===== config.mk =====
export PLATFORM = sky130hd
export DESIGN_NAME = ring_tone_cadence_control
export DESIGN_NICKNAME = d
export VERILOG_FILES = /design/src/hw/cadence_timer.v /design/src/hw/ring_tone_cadence_control.v
export VERILOG_INCLUDE_DIRS = /design/src /design/src/hw
export SDC_FILE = /design/constraint.sdc
export NUM_CORES = 1
export LEC_CHECK = 0
export ABC_AREA = 1
export BUFFER_PORTS_ARGS = -buffer_cell sky130_fd_sc_hd__buf_2
export CAP_MARGIN = 20
export CORE_ASPECT_RATIO = 2
export CORE_MARGIN = 4
export CORE_UTILIZATION = 59
export CTS_BUF_LIST = sky130_fd_sc_hd__clkbuf_8
export DETAILED_ROUTE_END_ITERATION = 10
export PLACE_DENSITY = 0.89
export SYNTH_ARGS = -nofsm -noshare
export SYNTH_HDL_FRONTEND = slang
export SYNTH_HIERARCHICAL = 1
export SYNTH_SLANG_ARGS = --single-unit

===== constraint.sdc =====
create_clock -name ref_clk -period 3 [get_ports ref_clk]
set_input_delay 0.3 -clock ref_clk [delete_from_list [all_inputs] [get_ports ref_clk]]
set_output_delay 0.3 -clock ref_clk [all_outputs]
set_load 0.02 [all_outputs]

===== src/hw/cadence_regs.vh =====
`ifndef CADENCE_REGS_VH
`define CADENCE_REGS_VH

// register byte addresses on the control port
`define ADDR_RING_CTRL 8'h22
`define ADDR_METER_CTRL 8'h23
`define ADDR_T1_ON_LO 8'h24
`define ADDR_T1_ON_HI 8'h25
`define ADDR_T1_OFF_LO 8'h26
`define ADDR_T1_OFF_HI 8'h27
`define ADDR_T2_ON_LO 8'h28
`define ADDR_T2_ON_HI 8'h29
`define ADDR_T2_OFF_LO 8'h2A
`define ADDR_T2_OFF_HI 8'h2B

// control register field positions
`define BIT_STATUS 7
`define BIT_RSVD6 6
`define BIT_ON_LINE 5
`define BIT_ON_TEN 4
`define BIT_OFF_TEN 3
`define BIT_GEN_ON 2
`define BIT_DC_OFS 1
`define BIT_SHAPE 0

// reset values
`define RST_BYTE 8'h00
`define RST_DUR 16'h0000
`define RST_BIT 1'b0

// cadence unit and clock period
`define CAD_UNIT_NS 125000
`define CLK_PERIOD_NS 8
`define DUR_W 16

// cadence channel indexes
`define CH_RING 0
`define CH_METER 1
`define CH_TONE1 2
`define CH_TONE2 3
`define NUM_CH 4

`endif


===== src/hw/cadence_timer.v =====
`timescale 1ns/10ps
`include "cadence_regs.vh"

// one oscillator's on/off cadence sequencer, advanced by the unit tick
module cadence_timer (
  input wire ref_clk, // system clock
  input wire rst_n, // async reset, active low
  input wire unit_tick, // one pulse per cadence unit
  input wire gen_on, // oscillator enable
  input wire on_timer_en, // active-period timer enable
  input wire off_timer_en, // inactive-period timer enable
  input wire [15:0] on_duration, // active period in units
  input wire [15:0] off_duration, // inactive period in units
  output wire output_active // oscillator output on
);

  localparam [1:0] ST_IDLE = 2'h0;
  localparam [1:0] ST_ON = 2'h1;
  localparam [1:0] ST_OFF = 2'h2;
  localparam [1:0] ST_DONE = 2'h3;

  reg [1:0] state_q;
  reg [1:0] state_d;
  reg [15:0] cnt_q;
  reg [15:0] cnt_d;
  wire [15:0] cnt_inc;

  assign cnt_inc = cnt_q + 16'h0001;

  always @* begin
    state_d = state_q;
    cnt_d = cnt_q;
    case (state_q)
      ST_IDLE: begin
        cnt_d = `RST_DUR;
        if (gen_on) begin
          state_d = ST_ON;
        end
      end
      ST_ON: begin
        if (on_timer_en && unit_tick) begin
          if (cnt_inc >= on_duration) begin
            cnt_d = `RST_DUR;
            state_d = off_timer_en ? ST_OFF : ST_DONE;
          end else begin
            cnt_d = cnt_inc;
          end
        end
      end
      ST_OFF: begin
        if (off_timer_en && unit_tick) begin
          if (cnt_inc >= off_duration) begin
            cnt_d = `RST_DUR;
            state_d = ST_ON;
          end else begin
            cnt_d = cnt_inc;
          end
        end
      end
      ST_DONE: begin
        cnt_d = `RST_DUR;
      end
      default: begin
        state_d = ST_IDLE;
        cnt_d = `RST_DUR;
      end
    endcase
    if (!gen_on) begin
      state_d = ST_IDLE;
      cnt_d = `RST_DUR;
    end
  end

  // state and counter flops
  always @(posedge ref_clk or negedge rst_n) begin
    if (!rst_n) begin
      state_q <= ST_IDLE;
      cnt_q <= `RST_DUR;
    end else begin
      state_q <= state_d;
      cnt_q <= cnt_d;
    end
  end

  assign output_active = (state_q == ST_ON);

endmodule // cadence_timer


===== src/hw/ring_tone_cadence_control.v =====
`timescale 1ns/10ps
`include "cadence_regs.vh"

// Summary of operation
// - ringing control bit 7 reads one while ringing output is active
// - ringing reaches the line only at a dc-feed join point
// - bit 5 reads one only while ringing is applied to the line
// - ringing bit 4 enables the ringing active-period timer
// - ringing bit 3 enables the ringing inactive-period timer
// - ringing bit 2 reads one while the ringing oscillator is enabled
// - ringing bit 1 adds a dc offset to the ringing waveform
// - ringing bit 0 selects sinusoid (0) or trapezoid (1)
// - meter control bit 7 reads one while metering output is active
// - meter bit 4 enables the metering active-period timer
// - meter bit 3 enables the metering inactive-period timer
// - meter bit 2 enables metering; bits 6:5 and 1:0 read zero
// - tone 1 active duration, 16 bits in two bytes, 125 us units
// - tone 1 inactive duration, 16 bits in two bytes, 125 us units
// - tone 2 active duration, 16 bits in two bytes, 125 us units
// - tone 2 inactive duration, 16 bits in two bytes, 125 us units
// - each tone has separate active and inactive timer enables
// - ringing and metering durations are held outside, 125 us units
module ring_tone_cadence_control #(
  parameter UNIT_CYCLES = `CAD_UNIT_NS / `CLK_PERIOD_NS // cycles per unit
) (
  input wire ref_clk, // 125 MHz clock
  input wire rst_n, // async reset, active low
  input wire [7:0] reg_addr, // register address
  input wire [7:0] reg_wdata, // write data
  input wire reg_wr, // write strobe, one cycle
  input wire reg_rd, // read strobe, one cycle
  output reg [7:0] reg_rdata, // read data, valid after reg_rd
  input wire ring_generator_on, // ringing oscillator enabled
  input wire ring_join_point, // ringing level meets dc feed
  input wire [15:0] ring_on_duration, // ringing active period
  input wire [15:0] ring_off_duration, // ringing inactive period
  input wire [15:0] meter_on_duration, // metering active period
  input wire [15:0] meter_off_duration, // metering inactive period
  input wire tone1_generator_on, // tone 1 enabled
  input wire tone1_on_timer_en, // tone 1 active timer enable
  input wire tone1_off_timer_en, // tone 1 inactive timer enable
  input wire tone2_generator_on, // tone 2 enabled
  input wire tone2_on_timer_en, // tone 2 active timer enable
  input wire tone2_off_timer_en, // tone 2 inactive timer enable
  output reg ring_output_active, // ringing oscillator output on
  output reg ring_on_line_flag, // ringing applied to the line pair
  output reg ring_dc_offset_en, // add dc offset to ringing
  output reg ring_shape_select, // 0 sinusoid, 1 trapezoid
  output reg meter_output_active, // metering output on
  output reg meter_generator_on, // metering oscillator enable
  output reg tone1_output_active, // tone 1 output on
  output reg tone2_output_active // tone 2 output on
);

  reg ring_on_timer_en_q;
  reg ring_off_timer_en_q;
  reg meter_on_timer_en_q;
  reg meter_off_timer_en_q;
  reg [15:0] tone1_on_duration_q;
  reg [15:0] tone1_off_duration_q;
  reg [15:0] tone2_on_duration_q;
  reg [15:0] tone2_off_duration_q;
  reg [15:0] unit_cnt_q;
  reg unit_tick_q;
  reg [7:0] rd_mux;
  // line drive states around the dc-feed join points
  localparam [1:0] LN_OFF = 2'h0; // waveform off the line
  localparam [1:0] LN_WAIT_ON = 2'h1; // start held for a join point
  localparam [1:0] LN_ON = 2'h2; // waveform on the line
  localparam [1:0] LN_WAIT_OFF = 2'h3; // stop held for a join point
  reg [1:0] line_state_q;
  reg [1:0] line_state_d;
  wire wr_ring_ctrl;
  wire wr_meter_ctrl;
  wire [31:0] unit_span;
  wire [`NUM_CH-1:0] ch_gen_on;
  wire [`NUM_CH-1:0] ch_on_en;
  wire [`NUM_CH-1:0] ch_off_en;
  wire [`NUM_CH*16-1:0] ch_on_dur;
  wire [`NUM_CH*16-1:0] ch_off_dur;
  wire [`NUM_CH-1:0] ch_active;
  wire [15:0] unit_last;

  assign unit_span = UNIT_CYCLES - 1;
  assign unit_last = unit_span[15:0];

  // write strobes of the two control registers
  assign wr_ring_ctrl = reg_wr && (reg_addr == `ADDR_RING_CTRL);
  assign wr_meter_ctrl = reg_wr && (reg_addr == `ADDR_METER_CTRL);

  // cadence unit tick, one pulse per 125 us
  always @(posedge ref_clk or negedge rst_n) begin
    if (!rst_n) begin
      unit_cnt_q <= `RST_DUR;
      unit_tick_q <= `RST_BIT;
    end else if (unit_cnt_q == unit_last) begin
      unit_cnt_q <= `RST_DUR;
      unit_tick_q <= 1'b1;
    end else begin
      unit_cnt_q <= unit_cnt_q + 16'h0001;
      unit_tick_q <= 1'b0;
    end
  end

  // ringing control fields, read-only bits ignored
  always @(posedge ref_clk or negedge rst_n) begin
    if (!rst_n) begin
      ring_on_timer_en_q <= `RST_BIT;
      ring_off_timer_en_q <= `RST_BIT;
      ring_dc_offset_en <= `RST_BIT;
      ring_shape_select <= `RST_BIT;
    end else if (wr_ring_ctrl) begin
      ring_on_timer_en_q <= reg_wdata[`BIT_ON_TEN];
      ring_off_timer_en_q <= reg_wdata[`BIT_OFF_TEN];
      ring_dc_offset_en <= reg_wdata[`BIT_DC_OFS];
      ring_shape_select <= reg_wdata[`BIT_SHAPE];
    end
  end

  // metering control fields, status bit ignored
  always @(posedge ref_clk or negedge rst_n) begin
    if (!rst_n) begin
      meter_on_timer_en_q <= `RST_BIT;
      meter_off_timer_en_q <= `RST_BIT;
      meter_generator_on <= `RST_BIT;
    end else if (wr_meter_ctrl) begin
      meter_on_timer_en_q <= reg_wdata[`BIT_ON_TEN];
      meter_off_timer_en_q <= reg_wdata[`BIT_OFF_TEN];
      meter_generator_on <= reg_wdata[`BIT_GEN_ON];
    end
  end

  // tone cadence durations, one byte per address, no shadowing
  always @(posedge ref_clk or negedge rst_n) begin
    if (!rst_n) begin
      tone1_on_duration_q <= `RST_DUR;
      tone1_off_duration_q <= `RST_DUR;
      tone2_on_duration_q <= `RST_DUR;
      tone2_off_duration_q <= `RST_DUR;
    end else if (reg_wr) begin
      case (reg_addr)
        `ADDR_T1_ON_LO: begin
          tone1_on_duration_q[7:0] <= reg_wdata;
        end
        `ADDR_T1_ON_HI: begin
          tone1_on_duration_q[15:8] <= reg_wdata;
        end
        `ADDR_T1_OFF_LO: begin
          tone1_off_duration_q[7:0] <= reg_wdata;
        end
        `ADDR_T1_OFF_HI: begin
          tone1_off_duration_q[15:8] <= reg_wdata;
        end
        `ADDR_T2_ON_LO: begin
          tone2_on_duration_q[7:0] <= reg_wdata;
        end
        `ADDR_T2_ON_HI: begin
          tone2_on_duration_q[15:8] <= reg_wdata;
        end
        `ADDR_T2_OFF_LO: begin
          tone2_off_duration_q[7:0] <= reg_wdata;
        end
        `ADDR_T2_OFF_HI: begin
          tone2_off_duration_q[15:8] <= reg_wdata;
        end
        default: begin
          tone1_on_duration_q <= tone1_on_duration_q;
        end
      endcase
    end
  end

  // per-channel cadence inputs
  assign ch_gen_on = {tone2_generator_on, tone1_generator_on,
                      meter_generator_on, ring_generator_on};
  assign ch_on_en = {tone2_on_timer_en, tone1_on_timer_en,
                     meter_on_timer_en_q, ring_on_timer_en_q};
  assign ch_off_en = {tone2_off_timer_en, tone1_off_timer_en,
                      meter_off_timer_en_q, ring_off_timer_en_q};
  assign ch_on_dur = {tone2_on_duration_q, tone1_on_duration_q,
                      meter_on_duration, ring_on_duration};
  assign ch_off_dur = {tone2_off_duration_q, tone1_off_duration_q,
                       meter_off_duration, ring_off_duration};

  // one cadence sequencer per oscillator
  genvar gi;
  generate
    for (gi = 0; gi < `NUM_CH; gi = gi + 1) begin : g_ch
      cadence_timer u_timer (
        .ref_clk(ref_clk),
        .rst_n(rst_n),
        .unit_tick(unit_tick_q),
        .gen_on(ch_gen_on[gi]),
        .on_timer_en(ch_on_en[gi]),
        .off_timer_en(ch_off_en[gi]),
        .on_duration(ch_on_dur[gi*16 +: 16]),
        .off_duration(ch_off_dur[gi*16 +: 16]),
        .output_active(ch_active[gi])
      );
    end
  endgenerate

  // registered activity status
  always @(posedge ref_clk or negedge rst_n) begin
    if (!rst_n) begin
      ring_output_active <= `RST_BIT;
      meter_output_active <= `RST_BIT;
      tone1_output_active <= `RST_BIT;
      tone2_output_active <= `RST_BIT;
    end else begin
      ring_output_active <= ch_active[`CH_RING];
      meter_output_active <= ch_active[`CH_METER];
      tone1_output_active <= ch_active[`CH_TONE1];
      tone2_output_active <= ch_active[`CH_TONE2];
    end
  end

  // line drive waits for a join point
  always @* begin
    line_state_d = line_state_q;
    case (line_state_q)
      LN_OFF: begin
        if (ring_output_active) begin
          line_state_d = ring_join_point ? LN_ON : LN_WAIT_ON;
        end
      end
      LN_WAIT_ON: begin
        if (!ring_output_active) begin
          line_state_d = LN_OFF;
        end else if (ring_join_point) begin
          line_state_d = LN_ON;
        end
      end
      LN_ON: begin
        if (!ring_output_active) begin
          line_state_d = ring_join_point ? LN_OFF : LN_WAIT_OFF;
        end
      end
      LN_WAIT_OFF: begin
        if (ring_output_active) begin
          line_state_d = LN_ON;
        end else if (ring_join_point) begin
          line_state_d = LN_OFF;
        end
      end
      default: begin
        line_state_d = LN_OFF;
      end
    endcase
    if (!ring_generator_on) begin
      line_state_d = LN_OFF;
    end
  end

  // line state and flag flops, flag never set while disabled
  always @(posedge ref_clk or negedge rst_n) begin
    if (!rst_n) begin
      line_state_q <= LN_OFF;
      ring_on_line_flag <= `RST_BIT;
    end else begin
      line_state_q <= line_state_d;
      ring_on_line_flag <= (line_state_d == LN_ON) ||
                           (line_state_d == LN_WAIT_OFF);
    end
  end

  // read data selection
  always @* begin
    rd_mux = `RST_BYTE;
    case (reg_addr)
      `ADDR_RING_CTRL: begin
        rd_mux[`BIT_STATUS] = ring_output_active;
        rd_mux[`BIT_RSVD6] = 1'b0;
        rd_mux[`BIT_ON_LINE] = ring_on_line_flag;
        rd_mux[`BIT_ON_TEN] = ring_on_timer_en_q;
        rd_mux[`BIT_OFF_TEN] = ring_off_timer_en_q;
        rd_mux[`BIT_GEN_ON] = ring_generator_on;
        rd_mux[`BIT_DC_OFS] = ring_dc_offset_en;
        rd_mux[`BIT_SHAPE] = ring_shape_select;
      end
      `ADDR_METER_CTRL: begin
        rd_mux[`BIT_STATUS] = meter_output_active;
        rd_mux[`BIT_ON_TEN] = meter_on_timer_en_q;
        rd_mux[`BIT_OFF_TEN] = meter_off_timer_en_q;
        rd_mux[`BIT_GEN_ON] = meter_generator_on;
      end
      `ADDR_T1_ON_LO: begin
        rd_mux = tone1_on_duration_q[7:0];
      end
      `ADDR_T1_ON_HI: begin
        rd_mux = tone1_on_duration_q[15:8];
      end
      `ADDR_T1_OFF_LO: begin
        rd_mux = tone1_off_duration_q[7:0];
      end
      `ADDR_T1_OFF_HI: begin
        rd_mux = tone1_off_duration_q[15:8];
      end
      `ADDR_T2_ON_LO: begin
        rd_mux = tone2_on_duration_q[7:0];
      end
      `ADDR_T2_ON_HI: begin
        rd_mux = tone2_on_duration_q[15:8];
      end
      `ADDR_T2_OFF_LO: begin
        rd_mux = tone2_off_duration_q[7:0];
      end
      `ADDR_T2_OFF_HI: begin
        rd_mux = tone2_off_duration_q[15:8];
      end
      default: begin
        rd_mux = `RST_BYTE;
      end
    endcase
  end

  // read data register, loaded on a read strobe
  always @(posedge ref_clk or negedge rst_n) begin
    if (!rst_n) begin
      reg_rdata <= `RST_BYTE;
    end else if (reg_rd) begin
      reg_rdata <= rd_mux;
    end
  end

endmodule // ring_tone_cadence_control


==> run summary <==
Compound-Gate Fraction of Synth Area -> 5.64%
io pins -> 108
critical path capture point type -> register
Max Clk Rate -> 355 MHz
ant diodes -> 0
Rows -> 77
Final min period -> 2.82 ns
Crit path max-delay family -> simple AND/OR/NAND/NOR gates
Die ar. -> 0.0252 mm²
WP data arrival -> 3.26 ns
Initial Util -> 60.2%
EDFF count, synth -> 0
largest stage delay on the critical path -> 0.43 ns
CTS tree -> yes
DR vias/cell -> 5.48
Fin Hold WS -> 0.0568 ns
ys flop type -> dfrtp_1
mux share of post-synthesis cell area -> 0%
top-area cell type share of the netlist area -> 32.6%
post-synthesis sequential area ratio -> 32.6%
via count -> 12674
largest net degree at the start of global routing -> 69
Critical Path RT -> 3.44 ns
core box area -> 0.0222 mm²
DRT Wirelength -> 36300 µm
fin worst setup slack -> 0.182 ns
Mapped Nets -> 2137
Synth-to-Final Area Change -> 9.36%
FF+latch count, synth -> 174
global route overflow -> 0
die height -> 221 µm
GR Util All Layers -> 29.3%
Final setup viols -> 0
Post-DP Area -> 0.0141 mm²
Max Cap Violations -> 0
CP max stage cell -> dfrtp_1
post-DP HPWL -> 28600 µm
post-route setup TNS -> 0 ns
post-synthesis simple-gate area fraction -> 34.4%
H-tree level count -> 4
Worst Hold Class -> primary input to register
CTS root buffer -> clkbuf_8
layout cells sized above 1 -> 12.1%
Power Dens Cells -> 396 mW/mm²
Max Buffers Root-to-Sink -> 2
largest family of logic cells by synthesized area -> simple AND/OR/NAND/NOR gates
synthesized instance count -> 1911
crit-path cells -> nand3_1, nor3_4, nand3_1, xor2_1, inv_1, ha_1, a21oi_1, o21ai_0, a21oi_1, nand2_1, o21ai_2, buf_4, nand2_1, nand2_1
first-pass GRT wire length -> 57900 µm
crit path kind -> register to register
DRT iter0 DRCs -> 824
Die X -> 114 µm
port buffer count -> 107
fin nets -> 2250
Clock Latency Late Sink -> 0.51 ns
worst slack, placed -> 0.111 ns
clk slew on worst S/H paths -> 0.11 ns
Worst Tran Pin Value -> 0.729 ns
gp weighted congestion -> 1.09
Post-Synth XOR/XNOR Area -> 2.95%
Max-Slew Margin vs Limit -> 51.0%
Tcrit/Tclk final -> 93.9%
Pleak -> 8.32 nW
Mapped Area -> 0.0133 mm²
crit path launch type -> register
outcome -> finished clean
initial antenna violation count -> 0
CTS sink count -> 174
TritonCTS Buffers -> 17
clk_skew -> 0.0187 ns
fin util -> 65.9%
final cell area excluding filler cells -> 0.0146 mm²
biggest area consumer among synthesized cells -> dfrtp_1
Slew Limit Fails -> 0
DRC errors left -> 0
DRT Pass-1 Iters -> 5
adder-cell share of the synthesized area -> 12.6%
Post-synth ARST share -> 100%
wire per inst -> 15.7 µm
peak supply drop -> 0.299 mV
Final ANT Viol Nets -> 0
crit path max fanout -> 13
Cell variety after synth -> 37
synth warn -> 6
WP buf/inv -> 2
vias in the first global route -> 12501
synthesized area per cell -> 6.98 µm²
largest cells by area after synthesis -> dfrtp_1 33%, nand2_1 18%, ha_1 13%
Final Hold Vio Count -> 0
CP dominant cell by count -> nand2_1
-- what timing repair did --
item	CTS	global route
setup endpoints to repair	0	69
gates resized for setup	0	16
hold buffers	1	0
setup buffers	0	2
endpoints found under the hold margin	64	0
-- cells by family after synthesis --
group                      count (synthesis)
AOI/OAI and AO/OA                        144
xor gates and xnor gates                  45
adders and majority gates                134
DFF                                      174
buffers and inverters                    374
and+or+nand+nor                         1040
-- worst reg2reg max path: cells and delay by family (launching register included) --
kind                     cells  cell delay (ns)
AND/OR/NAND/NOR              6             0.87
AO/OA/AOI/OAI                4             0.59
flip-flops                   1             0.43
buffers and inverters        2             0.34
adder cells (fa/ha/maj)      1             0.31
XOR/XNOR                     1             0.22
-- metrics by stage --
step,power (mW),cells
floorplan,3.61,1911
global placement,4.09,2278
detailed placement,4.15,2278
CTS,5.78,2311
global route,6.09,2313
finish,5.79,2313
-- state kept, by name, summed over array words and instances, names as in the netlist, 8 cells and up --
signal / cells
reg_rdata: 8
tone2_on_duration_q: 16
unit_cnt_q: 16
tone1_on_duration_q: 16
g_ch.u_timer/cnt_q: 64
tone1_off_duration_q: 16
tone2_off_duration_q: 16
g_ch.u_timer/state_q: 8
-- final timing paths --
kind                       cells after the start                            startpoint                                endpoint  slack (ns)
min in group asynchronous                      2                                 rst_n  g_ch[3].u_timer/state_q[0]$_DFFE_PN0P_        0.34
max in group asynchronous                      3                                 rst_n    g_ch[0].u_timer/cnt_q[0]$_DFFE_PN0P_        1.84
min                                            3                       ring_join_point             ring_on_line_flag$_DFF_PN0_        0.06
max                                           14  g_ch[0].u_timer/cnt_q[2]$_DFFE_PN0P_    g_ch[0].u_timer/cnt_q[7]$_DFFE_PN0P_        0.18
min reg2reg                                    2              reg_rdata[7]$_DFFE_PN0P_                reg_rdata[7]$_DFFE_PN0P_        0.49
max reg2reg                                   14  g_ch[0].u_timer/cnt_q[2]$_DFFE_PN0P_    g_ch[0].u_timer/cnt_q[7]$_DFFE_PN0P_        0.18
-- power breakdown --
group,switching (mW),total [mW],internal [mW]
sequential,0.124,2.59,2.46
combinational,1.03,1.55,0.522
clock,1.02,1.65,0.629
total,2.17,5.79,3.61
-- cell type report --
cell class | instances | area [µm²]
well taps | 276 | 345
multi-input cells | 1363 | 7480
fillers | 1861 | 7560
clock inverters | 15 | 166
repair buffers | 124 | 713
inverters | 344 | 1300
clock buffers | 17 | 234
flip-flops and latches | 174 | 4360
-- layer usage --
metal	global-route usage, %	vias up	share of wire (%)
met3	4.11	190	4.7
li1	-	6198	-
met2	54.6	457	54
met5	0	-	0
met4	23.9	0	9.0
met1	27.5	5829	33
-- placed cells by master (no fill, tap or decap), drive strengths merged --
| cell | n |
|---|---|
| nor4 | 7 |
| clkinv | 8 |
| nand4 | 26 |
| nor3 | 30 |
| a21o | 4 |
| a31oi | 4 |
| or2 | 4 |
| nor2 | 159 |
| a21oi | 46 |
| dlygate4sd3 | 1 |
| inv | 351 |
| dfrtp | 174 |
| o21bai | 1 |
| nand2 | 646 |
| o21ai | 89 |
| ha | 134 |
| buf | 123 |
| clkbuf | 17 |
| and3 | 4 |
| xnor2 | 10 |
| xor2 | 35 |
| nand3 | 164 |
-- Yosys cell counts (all sizes together) (7+ instances only) --
cell type  count
a21oi         46
nand2        646
o21ai         89
xnor2         10
nor4           7
inv          344
nor2         159
ha           134
xor2          35
nor3          30
nand3        164
nand4         26
dfrtp        174
buf           30
No activity file was read; power rests on OpenSTA's default activity.
